## config.mk

```make
export PLATFORM = sky130hd
export DESIGN_NAME = pasc_afe_ctrl
export DESIGN_NICKNAME = d
export VERILOG_FILES = /design/src/pasc_pkg.sv /design/src/pasc_sleep_fsm.sv /design/src/pasc_afe_ctrl.sv
export SDC_FILE = /design/constraint.sdc
export NUM_CORES = 1
export LEC_CHECK = 0
export ABC_CLOCK_PERIOD_IN_PS = 2600
export BUFFER_PORTS_ARGS = -buffer_cell sky130_fd_sc_hd__buf_2
export CORE_AREA = 2 2 122 124
export CTS_BUF_LIST = sky130_fd_sc_hd__clkbuf_4 sky130_fd_sc_hd__clkbuf_8
export CTS_CLUSTER_SIZE = 20
export DETAILED_ROUTE_END_ITERATION = 6
export DIE_AREA = 0 0 124 126
export PLACE_DENSITY_LB_ADDON = 0.3
export SLEW_MARGIN = 10
export SYNTH_ARGS = -nofsm -noshare
export SYNTH_HDL_FRONTEND = slang
export SYNTH_SLANG_ARGS = --single-unit
```

## constraint.sdc

```tcl
create_clock -name clk_sys -period 2.6 [get_ports clk_sys]
set_clock_uncertainty 0.05 [all_clocks]
set_input_delay 0.39 -clock clk_sys [delete_from_list [all_inputs] [get_ports clk_sys]]
set_output_delay 0.39 -clock clk_sys [all_outputs]
set_load 0.03 [all_outputs]
```

## src/pasc_pkg.sv

```systemverilog
package pasc_pkg;
  // register addresses on the management bus
  localparam logic [4:0] PASC_ADDR_CTRL_ZERO = 5'h11;
  localparam logic [4:0] PASC_ADDR_CTRL_ONE = 5'h12;
  localparam logic [4:0] PASC_ADDR_CTRL_TWO = 5'h13;
  localparam logic [4:0] PASC_ADDR_CTRL_THREE = 5'h14;
  // field positions
  localparam int PASC_POS_PD_SLOW_OSC = 6;
  localparam int PASC_POS_SWING_LSB = 12;
  localparam int PASC_POS_DET_HIGH = 15;
  localparam int PASC_POS_DS_SLOW_OSC = 0;
  localparam int PASC_POS_SLEEP_METHOD = 6;
  localparam int PASC_POS_MANUAL_SLEEP = 5;
  localparam int PASC_POS_RETAIN_EN = 4;
  localparam int PASC_POS_SLEEP_EN = 3;
  // reset values
  localparam logic [15:0] PASC_RST_CTRL_ZERO = 16'h0000;
  localparam logic [15:0] PASC_RST_CTRL_ONE = 16'h0000;
  localparam logic [15:0] PASC_RST_CTRL_TWO = 16'h0000;
  localparam logic [15:0] PASC_RST_CTRL_THREE = 16'h0000;
  // retained-copy masks: all of ctrl three, bits 9:8 and 1:0 of ctrl two
  localparam logic [15:0] PASC_RETAIN_MASK_TWO = 16'h0303;
  localparam logic [15:0] PASC_RETAIN_MASK_THREE = 16'hFFFF;
  // sleep state encoding
  typedef enum logic [1:0] {
    PASC_AWAKE = 2'b00,
    PASC_AUTO_SLEEP = 2'b01,
    PASC_MANUAL_SLEEP = 2'b10
  } pasc_sleep_t;
endpackage : pasc_pkg

```

## src/pasc_sleep_fsm.sv

```systemverilog
`timescale 1ns/10ps
module pasc_sleep_fsm
  import pasc_pkg::*;
(
  input wire logic clk_sys, // system clock
  input wire logic rstn, // async reset, active low
  input wire logic clk_en, // freezes state when low
  input wire logic sleep_en, // deep sleep permitted
  input wire logic method_cpu, // processor-controlled method
  input wire logic manual_cmd, // manual sleep command bit
  input wire logic energy_det, // cable energy present
  output pasc_sleep_t state // current sleep state
);
  pasc_sleep_t state_ff;
  pasc_sleep_t nxt_state;

  // next state; manual sleep is a trap, only reset leaves it
  always_comb begin
    nxt_state = state_ff;
    unique case (state_ff)
      PASC_AWAKE: begin
        if (sleep_en && method_cpu && manual_cmd) begin
          nxt_state = PASC_MANUAL_SLEEP;
        end else if (sleep_en && !method_cpu && !energy_det) begin
          nxt_state = PASC_AUTO_SLEEP;
        end
      end
      PASC_AUTO_SLEEP: begin
        // manual command goes straight over, no awake cycle between
        if (sleep_en && method_cpu && manual_cmd) begin
          nxt_state = PASC_MANUAL_SLEEP;
        // energy return or a policy change wakes the device
        end else if (energy_det || !sleep_en || method_cpu) begin
          nxt_state = PASC_AWAKE;
        end
      end
      PASC_MANUAL_SLEEP: begin
        nxt_state = PASC_MANUAL_SLEEP;
      end
      default: nxt_state = PASC_AWAKE;
    endcase
  end

  always_ff @(posedge clk_sys or negedge rstn) begin
    if (!rstn) begin
      state_ff <= PASC_AWAKE;
    end else if (clk_en) begin
      state_ff <= nxt_state;
    end
  end

  assign state = state_ff;
endmodule : pasc_sleep_fsm

```

## src/pasc_afe_ctrl.sv

```systemverilog
// Operation
// - ctrl-zero bit 6 selects slow osc in powerdown
// - ctrl-one 15:12 trims fast transmit swing
// - ctrl-two bit 15 enables high comparator
// - ctrl-two bit 0 slow osc in sleep
// - method bit set means manual-only entry
// - manual bit one enters deep standby
// - manual sleep exits only by hardware reset
// - retain bit enables retained register copy
// - sleep enable permits only, forces detect true when clear
`timescale 1ns/10ps
module pasc_afe_ctrl
  import pasc_pkg::*;
(
  input wire logic clk_sys, // 250 MHz reference clock
  input wire logic rstn, // hardware reset, active low
  input wire logic clk_en, // freezes all state when low
  input wire logic reg_wr, // management write strobe
  input wire logic reg_rd, // management read strobe
  input wire logic [4:0] reg_addr, // management register address
  input wire logic [15:0] reg_wdata, // management write data
  input wire logic energy_det, // cable energy detected
  input wire logic power_down, // device in power down
  output logic [15:0] reg_rdata, // read data, registered
  output logic reg_hit, // address belonged to this group
  output logic slow_osc_sel, // slow oscillator replaces 25 MHz
  output logic [3:0] fast_tx_swing_trim, // transmit amplitude code
  output logic det_high_en, // high threshold comparator on
  output logic deep_sleep, // device in deep sleep
  output logic sig_detect, // signal-detect indication
  output logic retained_copy_enable, // retained register copy on
  output logic [15:0] retain_mask_two, // ctrl-two bits held in retained copy
  output logic [15:0] retain_mask_three // ctrl-three bits held in retained copy
);
  logic [15:0] ctrl_zero_ff;
  logic [15:0] ctrl_one_ff;
  logic [15:0] ctrl_two_ff;
  logic [15:0] ctrl_three_ff;
  logic [15:0] rdata_ff;
  logic hit_ff;
  logic slow_osc_ff;
  logic [3:0] swing_ff;
  logic det_high_ff;
  logic sleep_ff;
  logic sigdet_ff;
  logic retain_ff;
  logic [15:0] mask_two_ff;
  logic [15:0] mask_three_ff;
  pasc_sleep_t sleep_state;

  // address decode
  wire sel_zero = (reg_addr == PASC_ADDR_CTRL_ZERO);
  wire sel_one = (reg_addr == PASC_ADDR_CTRL_ONE);
  wire sel_two = (reg_addr == PASC_ADDR_CTRL_TWO);
  wire sel_three = (reg_addr == PASC_ADDR_CTRL_THREE);
  wire sel_any = sel_zero | sel_one | sel_two | sel_three;

  // read mux; unmapped addresses read zero
  wire [15:0] nxt_rdata = sel_zero ? ctrl_zero_ff :
                          sel_one ? ctrl_one_ff :
                          sel_two ? ctrl_two_ff :
                          sel_three ? ctrl_three_ff : 16'h0000;

  // field taps
  wire pd_slow = ctrl_zero_ff[PASC_POS_PD_SLOW_OSC];
  wire ds_slow = ctrl_two_ff[PASC_POS_DS_SLOW_OSC];
  wire sleep_en = ctrl_three_ff[PASC_POS_SLEEP_EN];
  wire method_cpu = ctrl_three_ff[PASC_POS_SLEEP_METHOD];
  wire manual_cmd = ctrl_three_ff[PASC_POS_MANUAL_SLEEP];
  wire in_sleep = (sleep_state != PASC_AWAKE);

  wire nxt_slow_pd = pd_slow & power_down;
  wire nxt_slow_ds = ds_slow & in_sleep;
  wire nxt_sigdet = sleep_en ? energy_det : 1'b1;
  wire [3:0] nxt_swing = ctrl_one_ff[PASC_POS_SWING_LSB +: 4];
  wire nxt_det_high = ctrl_two_ff[PASC_POS_DET_HIGH];
  // retained copy masks follow the enable bit
  wire nxt_retain = ctrl_three_ff[PASC_POS_RETAIN_EN];
  wire [15:0] nxt_mask_two = nxt_retain ? PASC_RETAIN_MASK_TWO : 16'h0000;
  wire [15:0] nxt_mask_three = nxt_retain ? PASC_RETAIN_MASK_THREE : 16'h0000;

  // accepted strobes; a low clock enable turns every access into a no-op
  wire wr_take = clk_en & reg_wr;
  wire rd_take = clk_en & reg_rd;
  wire wr_zero = wr_take & sel_zero;
  wire wr_one = wr_take & sel_one;
  wire wr_two = wr_take & sel_two;
  wire wr_three = wr_take & sel_three;

  // register writes; every bit stored so reserved bits read back
  // reserved bits stored plainly
  // control zero: power-down oscillator choice
  always_ff @(posedge clk_sys or negedge rstn) begin
    if (!rstn) begin
      ctrl_zero_ff <= PASC_RST_CTRL_ZERO;
    end else if (wr_zero) begin
      ctrl_zero_ff <= reg_wdata;
    end
  end

  // control one: transmit swing trim
  always_ff @(posedge clk_sys or negedge rstn) begin
    if (!rstn) begin
      ctrl_one_ff <= PASC_RST_CTRL_ONE;
    end else if (wr_one) begin
      ctrl_one_ff <= reg_wdata;
    end
  end

  // control two: comparator threshold and sleep oscillator
  always_ff @(posedge clk_sys or negedge rstn) begin
    if (!rstn) begin
      ctrl_two_ff <= PASC_RST_CTRL_TWO;
    end else if (wr_two) begin
      ctrl_two_ff <= reg_wdata;
    end
  end

  // control three: sleep policy; a write here cannot undo a manual sleep
  always_ff @(posedge clk_sys or negedge rstn) begin
    if (!rstn) begin
      ctrl_three_ff <= PASC_RST_CTRL_THREE;
    end else if (wr_three) begin
      ctrl_three_ff <= reg_wdata;
    end
  end

  // read port, answered one cycle after the strobe
  always_ff @(posedge clk_sys or negedge rstn) begin
    if (!rstn) begin
      rdata_ff <= 16'h0000;
      hit_ff <= 1'b0;
    end else if (rd_take) begin
      rdata_ff <= nxt_rdata;
      hit_ff <= sel_any;
    end
  end

  pasc_sleep_fsm u_sleep (
    .clk_sys(clk_sys),
    .rstn(rstn),
    .clk_en(clk_en),
    .sleep_en(sleep_en),
    .method_cpu(method_cpu),
    .manual_cmd(manual_cmd),
    .energy_det(energy_det),
    .state(sleep_state)
  );

  // slow clock choice held in a flop so the clock switch sees no glitch
  // the same flop also covers deep sleep
  always_ff @(posedge clk_sys or negedge rstn) begin
    if (!rstn) begin
      slow_osc_ff <= 1'b0;
    end else if (clk_en) begin
      slow_osc_ff <= nxt_slow_pd | nxt_slow_ds;
    end
  end

  always_ff @(posedge clk_sys or negedge rstn) begin
    if (!rstn) begin
      swing_ff <= 4'h0;
    end else if (clk_en) begin
      swing_ff <= nxt_swing;
    end
  end

  always_ff @(posedge clk_sys or negedge rstn) begin
    if (!rstn) begin
      det_high_ff <= 1'b0;
    end else if (clk_en) begin
      det_high_ff <= nxt_det_high;
    end
  end

  // deep sleep indication, one cycle behind the sleep state
  always_ff @(posedge clk_sys or negedge rstn) begin
    if (!rstn) begin
      sleep_ff <= 1'b0;
    end else if (clk_en) begin
      sleep_ff <= in_sleep;
    end
  end

  // signal detect resets true, so no false loss is reported
  always_ff @(posedge clk_sys or negedge rstn) begin
    if (!rstn) begin
      sigdet_ff <= 1'b1;
    end else if (clk_en) begin
      sigdet_ff <= nxt_sigdet;
    end
  end

  // retained copy gating and its masks, updated together
  always_ff @(posedge clk_sys or negedge rstn) begin
    if (!rstn) begin
      retain_ff <= 1'b0;
      mask_two_ff <= 16'h0000;
      mask_three_ff <= 16'h0000;
    end else if (clk_en) begin
      retain_ff <= nxt_retain;
      mask_two_ff <= nxt_mask_two;
      mask_three_ff <= nxt_mask_three;
    end
  end

  assign reg_rdata = rdata_ff;
  assign reg_hit = hit_ff;
  assign slow_osc_sel = slow_osc_ff;
  assign fast_tx_swing_trim = swing_ff;
  assign det_high_en = det_high_ff;
  assign deep_sleep = sleep_ff;
  assign sig_detect = sigdet_ff;
  assign retained_copy_enable = retain_ff;
  assign retain_mask_two = mask_two_ff;
  assign retain_mask_three = mask_three_ff;
endmodule : pasc_afe_ctrl

```

### Word level (Yosys, flattened, before mapping)

Index checks and enable logic that the tools add are counted.

| word-level totals | value |
|---|---|
| output and inout port bits | 58 |
| bits in read-only memories | 0 |
| word-level logic and storage cells | 59 |
| latch bits | 0 |
| bits in registers | 124 |
| input bits | 28 |
| memory bits (writable) | 0 |
| memories kept | 0 |

| cells by class | value |
|---|---|
| equality and inequality tests | 8 |
| multipliers | 0 |
| multiplexer cells | 12 |
| bitwise operators | 12 |
| shifts and indexed selects | 0 |
| $add $sub $neg | 0 |
| divide/modulo/power cells | 0 |
| magnitude comparators | 0 |
| reductions and logical operators | 12 |

Operators with widths:

| kind | number |
|---|---|
| 16-bit 2-to-1 mux | 5 |
| 5-bit equality test, second input constant | 4 |
| 10-bit 2-to-1 mux | 1 |
| 1-bit bitwise AND | 8 |
| 2-bit 2-to-1 mux | 4 |
| 3-bit by 1-bit != test with 1-bit output, second input constant | 2 |
| 2-bit case mux with 3 select lines | 1 |
| 1-bit logical AND | 4 |
| 1-bit bitwise OR | 4 |
| 1-bit zero test | 3 |
| 3-bit AND reduction | 1 |
| 2-bit by 1-bit equality test with 1-bit output, second input constant | 1 |
| 2-bit equality test, second input constant | 1 |
| 2-bit zero test | 1 |
| 1-bit logical OR | 2 |
| 2-bit nonzero test | 1 |
| 1-bit 2-to-1 mux | 1 |

### Depth between registers and ports, before layout

Gate-level depths: netlist of the first run.

| depth | value |
|---|---|
| depth after elaboration | 6 |
| gate-level depth with buffers | 6 |

### Hierarchy

From an unflattened synthesis of the first run, not the netlist that was laid out.

| second synthesis, totals | value |
|---|---|
| cell total of the unflattened synthesis | 347 |
| area total of the unflattened synthesis | 4319.1 sq um |

Modules (own cells, without submodules):

| module | times used | area each (sq um) | cells each |
|---|---|---|---|
| pasc_afe_ctrl | 1 | 4220.3 | 340 |
| pasc_sleep_fsm | 1 | 98.8 | 7 |

### Worst setup path before layout of the first run

No wires, ideal clock.

| path | value |
|---|---|
| path type | input to register |
| start point | in reg_addr[2] |
| end point | reg ctrl_zero_ff[0] |
| path buffers | 2 |
| slack | 0.763 ns |
| stages | 5 |
| arrival time | 1.659 ns |
| path through | or4_1 -> buf_2 -> nor2_8 -> buf_6 -> mux2_1 |

| between the ends | value |
|---|---|
| longest elaborated chain between the ends | 2 |

Ends and longest elaborated chain:

| element | RTL line | source |
|---|---|---|
| start, declared | pasc_afe_ctrl.sv:20 | `input wire logic [4:0] reg_addr,` |
| 5-bit equality test | pasc_afe_ctrl.sv:52 | `wire sel_zero = (reg_addr == PASC_ADDR_CTRL_ZERO);` |
| 1-bit bitwise AND | pasc_afe_ctrl.sv:85 | `wire wr_zero = wr_take & sel_zero;` |
| end signal, assigned | pasc_afe_ctrl.sv:97 | `ctrl_zero_ff <= reg_wdata;` |
| end, declared | pasc_afe_ctrl.sv:35 | `logic [15:0] ctrl_zero_ff;` |

Every way passes these cells.
A chain may end at the register's enable or synchronous reset.

### Final worst setup path of the first run

| path | value |
|---|---|
| start point | in reg_addr[0] |
| end point | reg ctrl_zero_ff[1] |

Same word-level chain as after synthesis.

==> summary.md, run 1 <==
| Metric | Value |
|---|---|
| Outcome | complete, no violations |
| Hold_ws | 204 ps |
| Metal2 WL | 4780 um |
| Leakage Power | 2.39 nW |
| Die height | 126 um |
| Gr ovfl total | 0 |
| Clock tree buffer depth | 2 |
| Die Wd | 124 um |
| Cells on worst reg2reg path | 4 |
| Seq pwr share | 0.513 |
| Pwr/cell area | 682 nW/um^2 |
| Main synth FF type | dfrtp_1 |
| Initial Util | 0.293 |
| Final ANT Viol Nets | 0 |
| Comb pwr share | 0.178 |
| Wire length on met1 | 4230 um |
| FF-to-FF setup slack | 1440 ps |
| Num Clock Sinks | 92 |
| Cts repair resizes | 0 |
| Synth Cell Area | 4200 um^2 |
| Synth warn | 0 |
| Critical Path Source Type | input port |
| Initial drt markers | 159 |
| Fmax | 0.562 GHz |
| Routed met3 length | 533 um |
| Setup-failing EPs final | 0 |
| TNS Setup | 0 ps |
| Core footprint | 14300 um^2 |
| DR top layer | met5 |
| Post-DR vias/cell | 4.63 |
| VDD IR max | 195 uV |
| Die ar. | 15600 um^2 |
| Most frequent cells in the layout | dfrtp_1 (91), buf_2 (72), mux2_2 (59) |
| Crit-path max FO | 16 |
| Global-route wire length before repair | 15500 um |
| Sw frac | 0.286 |
| Worst hold stages | 3 |
| Share of flip-flops with an asynchronous set or reset | 1.00 |
| Port bufs | 73 |
| Final Max Tran Viols | 0 |
| RSZ-0062 raised after global routing | no |
| Worst Hold Path EP | sig_detect |
| Reg-to-Reg Start | ctrl_two_ff[13] |
| Vias in the first global route | 2883 |
| Drt pass-1 iters | 4 |
| Final #Nets | 431 |
| Clk pwr share | 0.309 |
| Number of synthesized flops with an enable pin | 0 |
| R2r endpoint | reg_rdata[13] |
| Mean area per synthesized cell | 12.2 um^2 |
| Initial antenna violation count | 2 |
| Tcrit/Tclk final | 0.685 |
| Mean routed wirelength per cell | 16.4 um |
| CP arrival | 1970 ps |
| Syn Inst Count | 344 |
| Root buf cell | clkbuf_8 |
| IO Count | 86 |
| FP Rows | 44 |
| H-tree depth | 3 |
| Area Growth Syn to Fin | 15.3% |
| Post-synthesis sequential area ratio | 0.548 |
| Clock slew at reported path FFs | 80 ps |
| Vias | 2743 |
| Share of cells above drive strength 1 | 0.409 |
| FF+latch count, synth | 92 |
| Actual slew at the worst max-slew pin | 663 ps |
| Net switching power | 0.000945 W |
| Post-layout util | 0.338 |
| Commonest non-fill, non-tap cell in the layout | dfrtp_1 |
| Overall Global Routing Usage | 0.130 |
| Critical path capture point type | register |
| Worst Hold Class | in2reg |
| Int Power | 0.00236 W |
| Final RePlAce weighted congestion | 0.746 |
| Remaining routing DRC violations | 0 |
| N_diodes | 0 |
| Hpwl dp | 6650 um |
| Netlist cell types | 36 |
| Crit path time final | 1780 ps |
| Num CTS Buffers | 9 |
| TritonCTS clock tree | built |
| Worst hold start | energy_det |
| Required time of the critical path | 2790 ps |
| Relative slew slack | 0.558 |
| Largest net degree at the start of global routing | 45 |
| Worst-Skew Late Latency | 350 ps |
| Final hold violations | 0 |
| Total Wirelength | 9700 um |
| Max-cap violations | 0 |
| Crit Path Class | in2reg |
==> layout make-up <==
cell class,instances,area (um^2)
repair buffers,87,488
clock buffers,15,181
flip-flops and latches,92,2300
fillers,1442,9470
multi-input cells,210,1600
clock inverters,1,30.0
well taps,184,230
inverters,3,11.3
==> per-stage QoR <==
stage	setup WS, ps	instances	total power [W]	area, um^2
after CTS	827	592	0.00335	4840
after global placement	510	575	0.00230	4620
after detailed placement	454	575	0.00232	4620
final	820	592	0.00330	4840
after global routing	758	592	0.00347	4840
after floorplan	763	355	0.00218	4240
==> power by group through the flow <==
stage          logic (W)  clock network [W]  registers, W
2_1_floorplan   0.000418                  0       0.00177
3_3_place_gp    0.000583                  0       0.00172
3_5_place_dp    0.000594                  0       0.00173
4_1_cts         0.000597            0.00105       0.00170
5_1_grt         0.000635            0.00111       0.00172
6_report        0.000587            0.00102       0.00170
==> synth_stat cells (2+ instances only) <==
cell type / n / share of area
inv_1: 3 / 0.0027
nand3_1: 2 / 0.0024
nor2_1: 21 / 0.019
nand2_1: 23 / 0.021
mux2_1: 10 / 0.027
mux2i_1: 14 / 0.033
buf_4: 32 / 0.057
a31oi_1: 3 / 0.0045
clkbuf_1: 6 / 0.0054
a21oi_1: 3 / 0.0036
mux2_2: 59 / 0.16
buf_2: 9 / 0.011
a211oi_1: 15 / 0.027
buf_1: 2 / 0.0018
o21ai_0: 31 / 0.037
dfrtp_1: 91 / 0.54
==> per-layer routing <==
layer | global-route usage | up-vias
met4 | 0.0403 | 4
met2 | 0.218 | 63
li1 | - | 1287
met1 | 0.162 | 1376
met3 | 0.0344 | 13
met5 | 0 | -
==> worst max path at each step <==
stage	to	from	slack [ps]
4_1_cts	ctrl_zero_ff[1]	reg_addr[0]	830
2_1_floorplan	ctrl_zero_ff[0]	reg_addr[2]	760
3_5_place_dp	ctrl_zero_ff[6]	reg_addr[0]	450
5_1_grt	ctrl_zero_ff[4]	reg_addr[0]	760
3_3_place_gp	ctrl_zero_ff[2]	reg_addr[0]	510
6_report	ctrl_zero_ff[1]	reg_addr[0]	820
==> worst max-delay path, cell delays in order <==
cell	delay, ps
buf_2	210
nand2_1	120
or4_1	540
nor2_8	320
mux2_2	380
==> kinds of logic (layout without fill, tap and decap cells) <==
| group | count (synthesis) | count (layout) | share of synthesized area |
|---|---|---|---|
| compound gates | 58 | 58 | 0.0834 |
| buf+inv | 53 | 106 | 0.0804 |
| flops | 92 | 92 | 0.548 |
| mux | 83 | 83 | 0.218 |
| other cells | 1 | 12 | 0.000893 |
| simple gates | 57 | 57 | 0.0685 |
==> repair_timing <==
action                     4_1_cts  5_1_grt
buffers inserted                 0        0
hold buffers                     1        0
setup endpoints to repair        0        0
hold endpoints to repair        25        0
==> sequential cells by signal, indices dropped and copies added (netlist names), 2 cells and up <==
name	count
ctrl_two_ff	16
reg_rdata	16
fast_tx_swing_trim	4
ctrl_three_ff	16
ctrl_one_ff	16
u_sleep.state	2
ctrl_zero_ff	16
No activity file was read; power rests on OpenSTA's default activity.
==> run 2, diff against run 1 <==
Settings changed: ABC_AREA set to 1, ABC_CLOCK_PERIOD_IN_PS 2600 to 1800, CORE_AREA 2 2 122 124 to 2 2 125 127, DIE_AREA 0 0 124 126 to 0 0 127 129.
Clock period 2.6 ns to 1.8 ns, I/O delays scaled along.
==> summary.md, run 2 <==
| Metric | Value |
|---|---|
| Sw frac | 0.313 (was 0.286) |
| Leakage Power | 2.76 nW (was 2.39 nW) |
| Simple-Gate Fraction of Synth Area | 0.253 (was 0.0685) |
| Core footprint | 15000 um^2 (was 14300 um^2) |
| Remaining routing DRC violations | 0 (unchanged) |
| Main combinational cell family by area after synthesis | simple AND/OR/NAND/NOR gates (was multiplexers) |
| Area Growth Syn to Fin | 13.3% (was 15.3%) |
| Gr ovfl total | 0 (unchanged) |
| Main synth FF type | dfrtp_1 (unchanged) |
| IO Count | 86 (unchanged) |
| Port bufs | 73 (unchanged) |
| Drt pass-1 iters | 7 (was 4) |
| Max-cap violations | 0 (unchanged) |
| Fraction of synthesized cell area in xor and xnor cells | 0 (unchanged) |
| Most frequent cells in the layout | nand2_1 (161), dfrtp_1 (91), buf_2 (72) (was dfrtp_1 (91), buf_2 (72), mux2_2 (59)) |
| Worst hold stages | 3 (unchanged) |
| Hpwl dp | 7360 um (was 6650 um) |
| Initial antenna violation count | 0 (was 2) |
| FF-to-FF setup slack | 790 ps (was 1440 ps) |
| CTS Hold Bufs | 1 (unchanged) |
| Num Clock Sinks | 92 (unchanged) |
| Synth area leader | dfrtp_1 (unchanged) |
| Outcome | complete, no violations (unchanged) |
| Post-synthesis sequential area ratio | 0.520 (was 0.548) |
| Actual slew at the worst max-slew pin | 556 ps (was 663 ps) |
| Crit path time final | 1580 ps |
| Worst-Skew Late Latency | 370 ps (was 350 ps) |
| Setup-failing EPs final | 0 (unchanged) |
| Post-synthesis adder-cell area fraction | 0 (unchanged) |
| Global-route wire length before repair | 17700 um (was 15500 um) |
| Number of synthesized flops with an enable pin | 0 (unchanged) |
| Final hold violations | 0 (unchanged) |
| Synth Cell Area | 4430 um^2 (was 4200 um^2) |
| Syn Inst Count | 514 (was 344) |
| Largest net degree at the start of global routing | 49 (was 45) |
| Share of flip-flops with an asynchronous set or reset | 1.00 (unchanged) |
| Post-DR vias/cell | 4.46 (was 4.63) |
| Die ar. | 16400 um^2 (was 15600 um^2) |
| DP Area | 4820 um^2 (was 4620 um^2) |
| Crit-path max FO | 22 (was 16) |
| Required time of the critical path | 1480 ps (was 2790 ps) |
| Initial drt markers | 232 (was 159) |
| Largest cells by area after synthesis | dfrtp_1 (51%), nand2_1 (14%), o21ai_1 (6.6%) (was dfrtp_1 (54%), mux2_2 (16%), buf_4 (5.7%)) |
| N_diodes | 0 (unchanged) |
| Levels on crit path | 1 (was 5) |
| Net switching power | 0.00146 W (was 0.000945 W) |
| Crit Path Class | reg2out (was in2reg) |
| Mean area per synthesized cell | 8.62 um^2 (was 12.2 um^2) |
| Critical Path Source Type | register (was input port) |
| Comb pwr share | 0.181 (was 0.178) |
| Tcrit/Tclk final | 0.879 |
| RSZ-0062 raised after global routing | no (unchanged) |
| Mean routed wirelength per cell | 14.0 um (was 16.4 um) |
| Critical path capture point type | primary output (was register) |
| Compound-cell area share of the yosys netlist | 0.107 (was 0.0834) |
| TritonCTS clock tree | built (unchanged) |
| Int Power | 0.00321 W (was 0.00236 W) |
| Multi-input gate area | 1640 um^2 (was 1600 um^2) |
| Buffer and inverter count on the worst path | 1 (unchanged) |
| Commonest non-fill, non-tap cell in the layout | nand2_1 (was dfrtp_1) |
| Worst hold start | power_down (was energy_det) |
| Total Wirelength | 10700 um (was 9700 um) |
| Seq pwr share | 0.528 (was 0.513) |
| CP arrival | 1260 ps (was 1970 ps) |
| Die Wd | 127 um (was 124 um) |
| H-tree depth | 3 (unchanged) |
| Share of cells above drive strength 1 | 0.249 (was 0.409) |
| Num CTS Buffers | 9 (unchanged) |
| Clock slew at reported path FFs | 80 ps (about the same) |
| Root buf cell | clkbuf_8 (unchanged) |
| Initial Util | 0.296 (was 0.293) |
| Most numerous cell in the Yosys netlist | nand2_1 (was dfrtp_1) |
| Most frequent cells after synthesis | nand2_1 (161), dfrtp_1 (91), o21ai_1 (58), nor2_1 (35), buf_4 (33) (was dfrtp_1 (91), mux2_2 (59), buf_4 (32), o21ai_0 (31), nand2_1 (23)) |
| Fmax | 0.632 GHz |
| Clk pwr share | 0.291 (was 0.309) |
| Final ANT Viol Nets | 0 (unchanged) |
| Cts repair resizes | 0 (unchanged) |
| Vias in the first global route | 3310 (was 2883) |
| Post-route cell area | 5020 um^2 (was 4840 um^2) |
| Final RePlAce weighted congestion | 0.788 (was 0.746) |
| R2r endpoint | reg_rdata[12] (was reg_rdata[13]) |
| VDD IR max | 319 uV (was 195 uV) |
| Place WS | 174 ps (was 454 ps) |
| FP Rows | 45 (was 44) |
| Post-CTS setup buffer count | 0 (unchanged) |
| Final Max Tran Viols | 0 (unchanged) |
| FF+latch count, synth | 92 (unchanged) |
| Yosys top cell area share | 0.514 (was 0.542) |
| Overall Power | 0.00467 W (was 0.00330 W) |
| Clock tree buffer depth | 2 (unchanged) |
| Worst Hold Class | in2reg (unchanged) |
| Relative slew slack | 0.629 (was 0.558) |
| FILL cells | 1577 (was 1442) |
| TNS Setup | 0 ps (unchanged) |
| Netlist cell types | 31 (was 36) |
| Die height | 129 um (was 126 um) |
| Crit path cell chain | buf_2 (was buf_2, nand2_1, or4_1, nor2_8, mux2_2) |
| CP top delay family | flip-flops (was simple AND/OR/NAND/NOR gates) |
| Mux cell area share after synthesis | 0 (was 0.218) |
| Register area | 2300 um^2 (unchanged) |
| Hold_ws | 114 ps (was 204 ps) |
| Overall Global Routing Usage | 0.139 (was 0.130) |
| Reg-to-Reg Start | ctrl_one_ff[12] (was ctrl_two_ff[13]) |
| Worst Hold Path EP | slow_osc_sel (was sig_detect) |
| Slowest CP cell | dfrtp_1 (was or4_1) |
| Vias | 3419 (was 2743) |
| Cells on worst reg2reg path | 4 (unchanged) |
| Final #Nets | 601 (was 431) |
| Pwr/cell area | 930 nW/um^2 (was 682 nW/um^2) |
| Post-route setup slack | 217 ps (was 820 ps) |
| Synth warn | 0 (unchanged) |
| Slowest stage delay, CP | 610 ps (was 540 ps) |
run 2: cell types whose count changed in the layout (fill, tap and decap cells not counted), moves of 14 or more:
cell	delta
nand3_1	+27
a211oi_1	-15
o21ai_2	+16
nand2_1	+138
mux2i_1	-14
inv_1	+22
nor2_1	+14
o21ai_1	+57
o21ai_0	-30
mux2_2	-59
run 2: power by group through the flow:
| stage | Sequential (W) | Combinational (W) | Clock (W) |
|---|---|---|---|
| 2_1_floorplan | 0.00256 | 0.000598 | 0 |
| 3_3_place_gp | 0.00250 | 0.000841 | 0 |
| 3_5_place_dp | 0.00250 | 0.000853 | 0 |
| 4_1_cts | 0.00247 | 0.000856 | 0.00139 |
| 5_1_grt | 0.00250 | 0.000938 | 0.00149 |
| 6_report | 0.00247 | 0.000842 | 0.00136 |
run 2: worst max-delay path by stage:
stage,startpoint,endpoint
after detailed placement,reg_addr[2],ctrl_one_ff[4]
after global routing,retain_mask_three[14],retain_mask_two[0]
after floorplan,retain_mask_three[14],retain_mask_three[0]
after CTS,retain_mask_three[14],retain_mask_three[4]
after global placement,reg_addr[2],ctrl_two_ff[9]
final,retain_mask_three[14],retain_mask_three[4]
run 2: area by class of cell:
type,instances,share of cell area
sequential,92,0.459
clock buffer,14,0.0359
clock inverter,2,0.00199
multi-input combinational,347,0.326
tap,188,0.0468
timing repair buffer,94,0.108
inverter,29,0.0227
run 2: logic make-up after synthesis:
kind of cell,count (synthesis)
AND/OR/NAND/NOR,255
flip-flops,92
buffers and inverters,86
AO/OA/AOI/OAI,80
other,1
run 2: worst reg2reg max path, delay by kind of cell, from the launching register on:
kind | cells | cell delay (ps)
AOI/OAI and AO/OA | 1 | 160
DFF | 1 | 430
and+or+nand+nor | 3 | 240
run 2: stage by stage:
| stage | instances | util |
|---|---|---|
| finish | 766 | 0.335 |
| global route | 766 | 0.335 |
| CTS | 766 | 0.335 |
| detailed placement | 749 | 0.322 |
| global placement | 749 | 0.322 |
| floorplan | 525 | - |
run 2: per-layer routing:
| metal | global-route usage | vias to the layer above | wire length [um] |
|---|---|---|---|
| met5 | 0 | - | 0 |
| met4 | 0.0427 | 0 | 132 |
| met3 | 0.0291 | 8 | 377 |
| met2 | 0.215 | 71 | 4880 |
| met1 | 0.196 | 1614 | 5320 |
| li1 | - | 1726 | - |
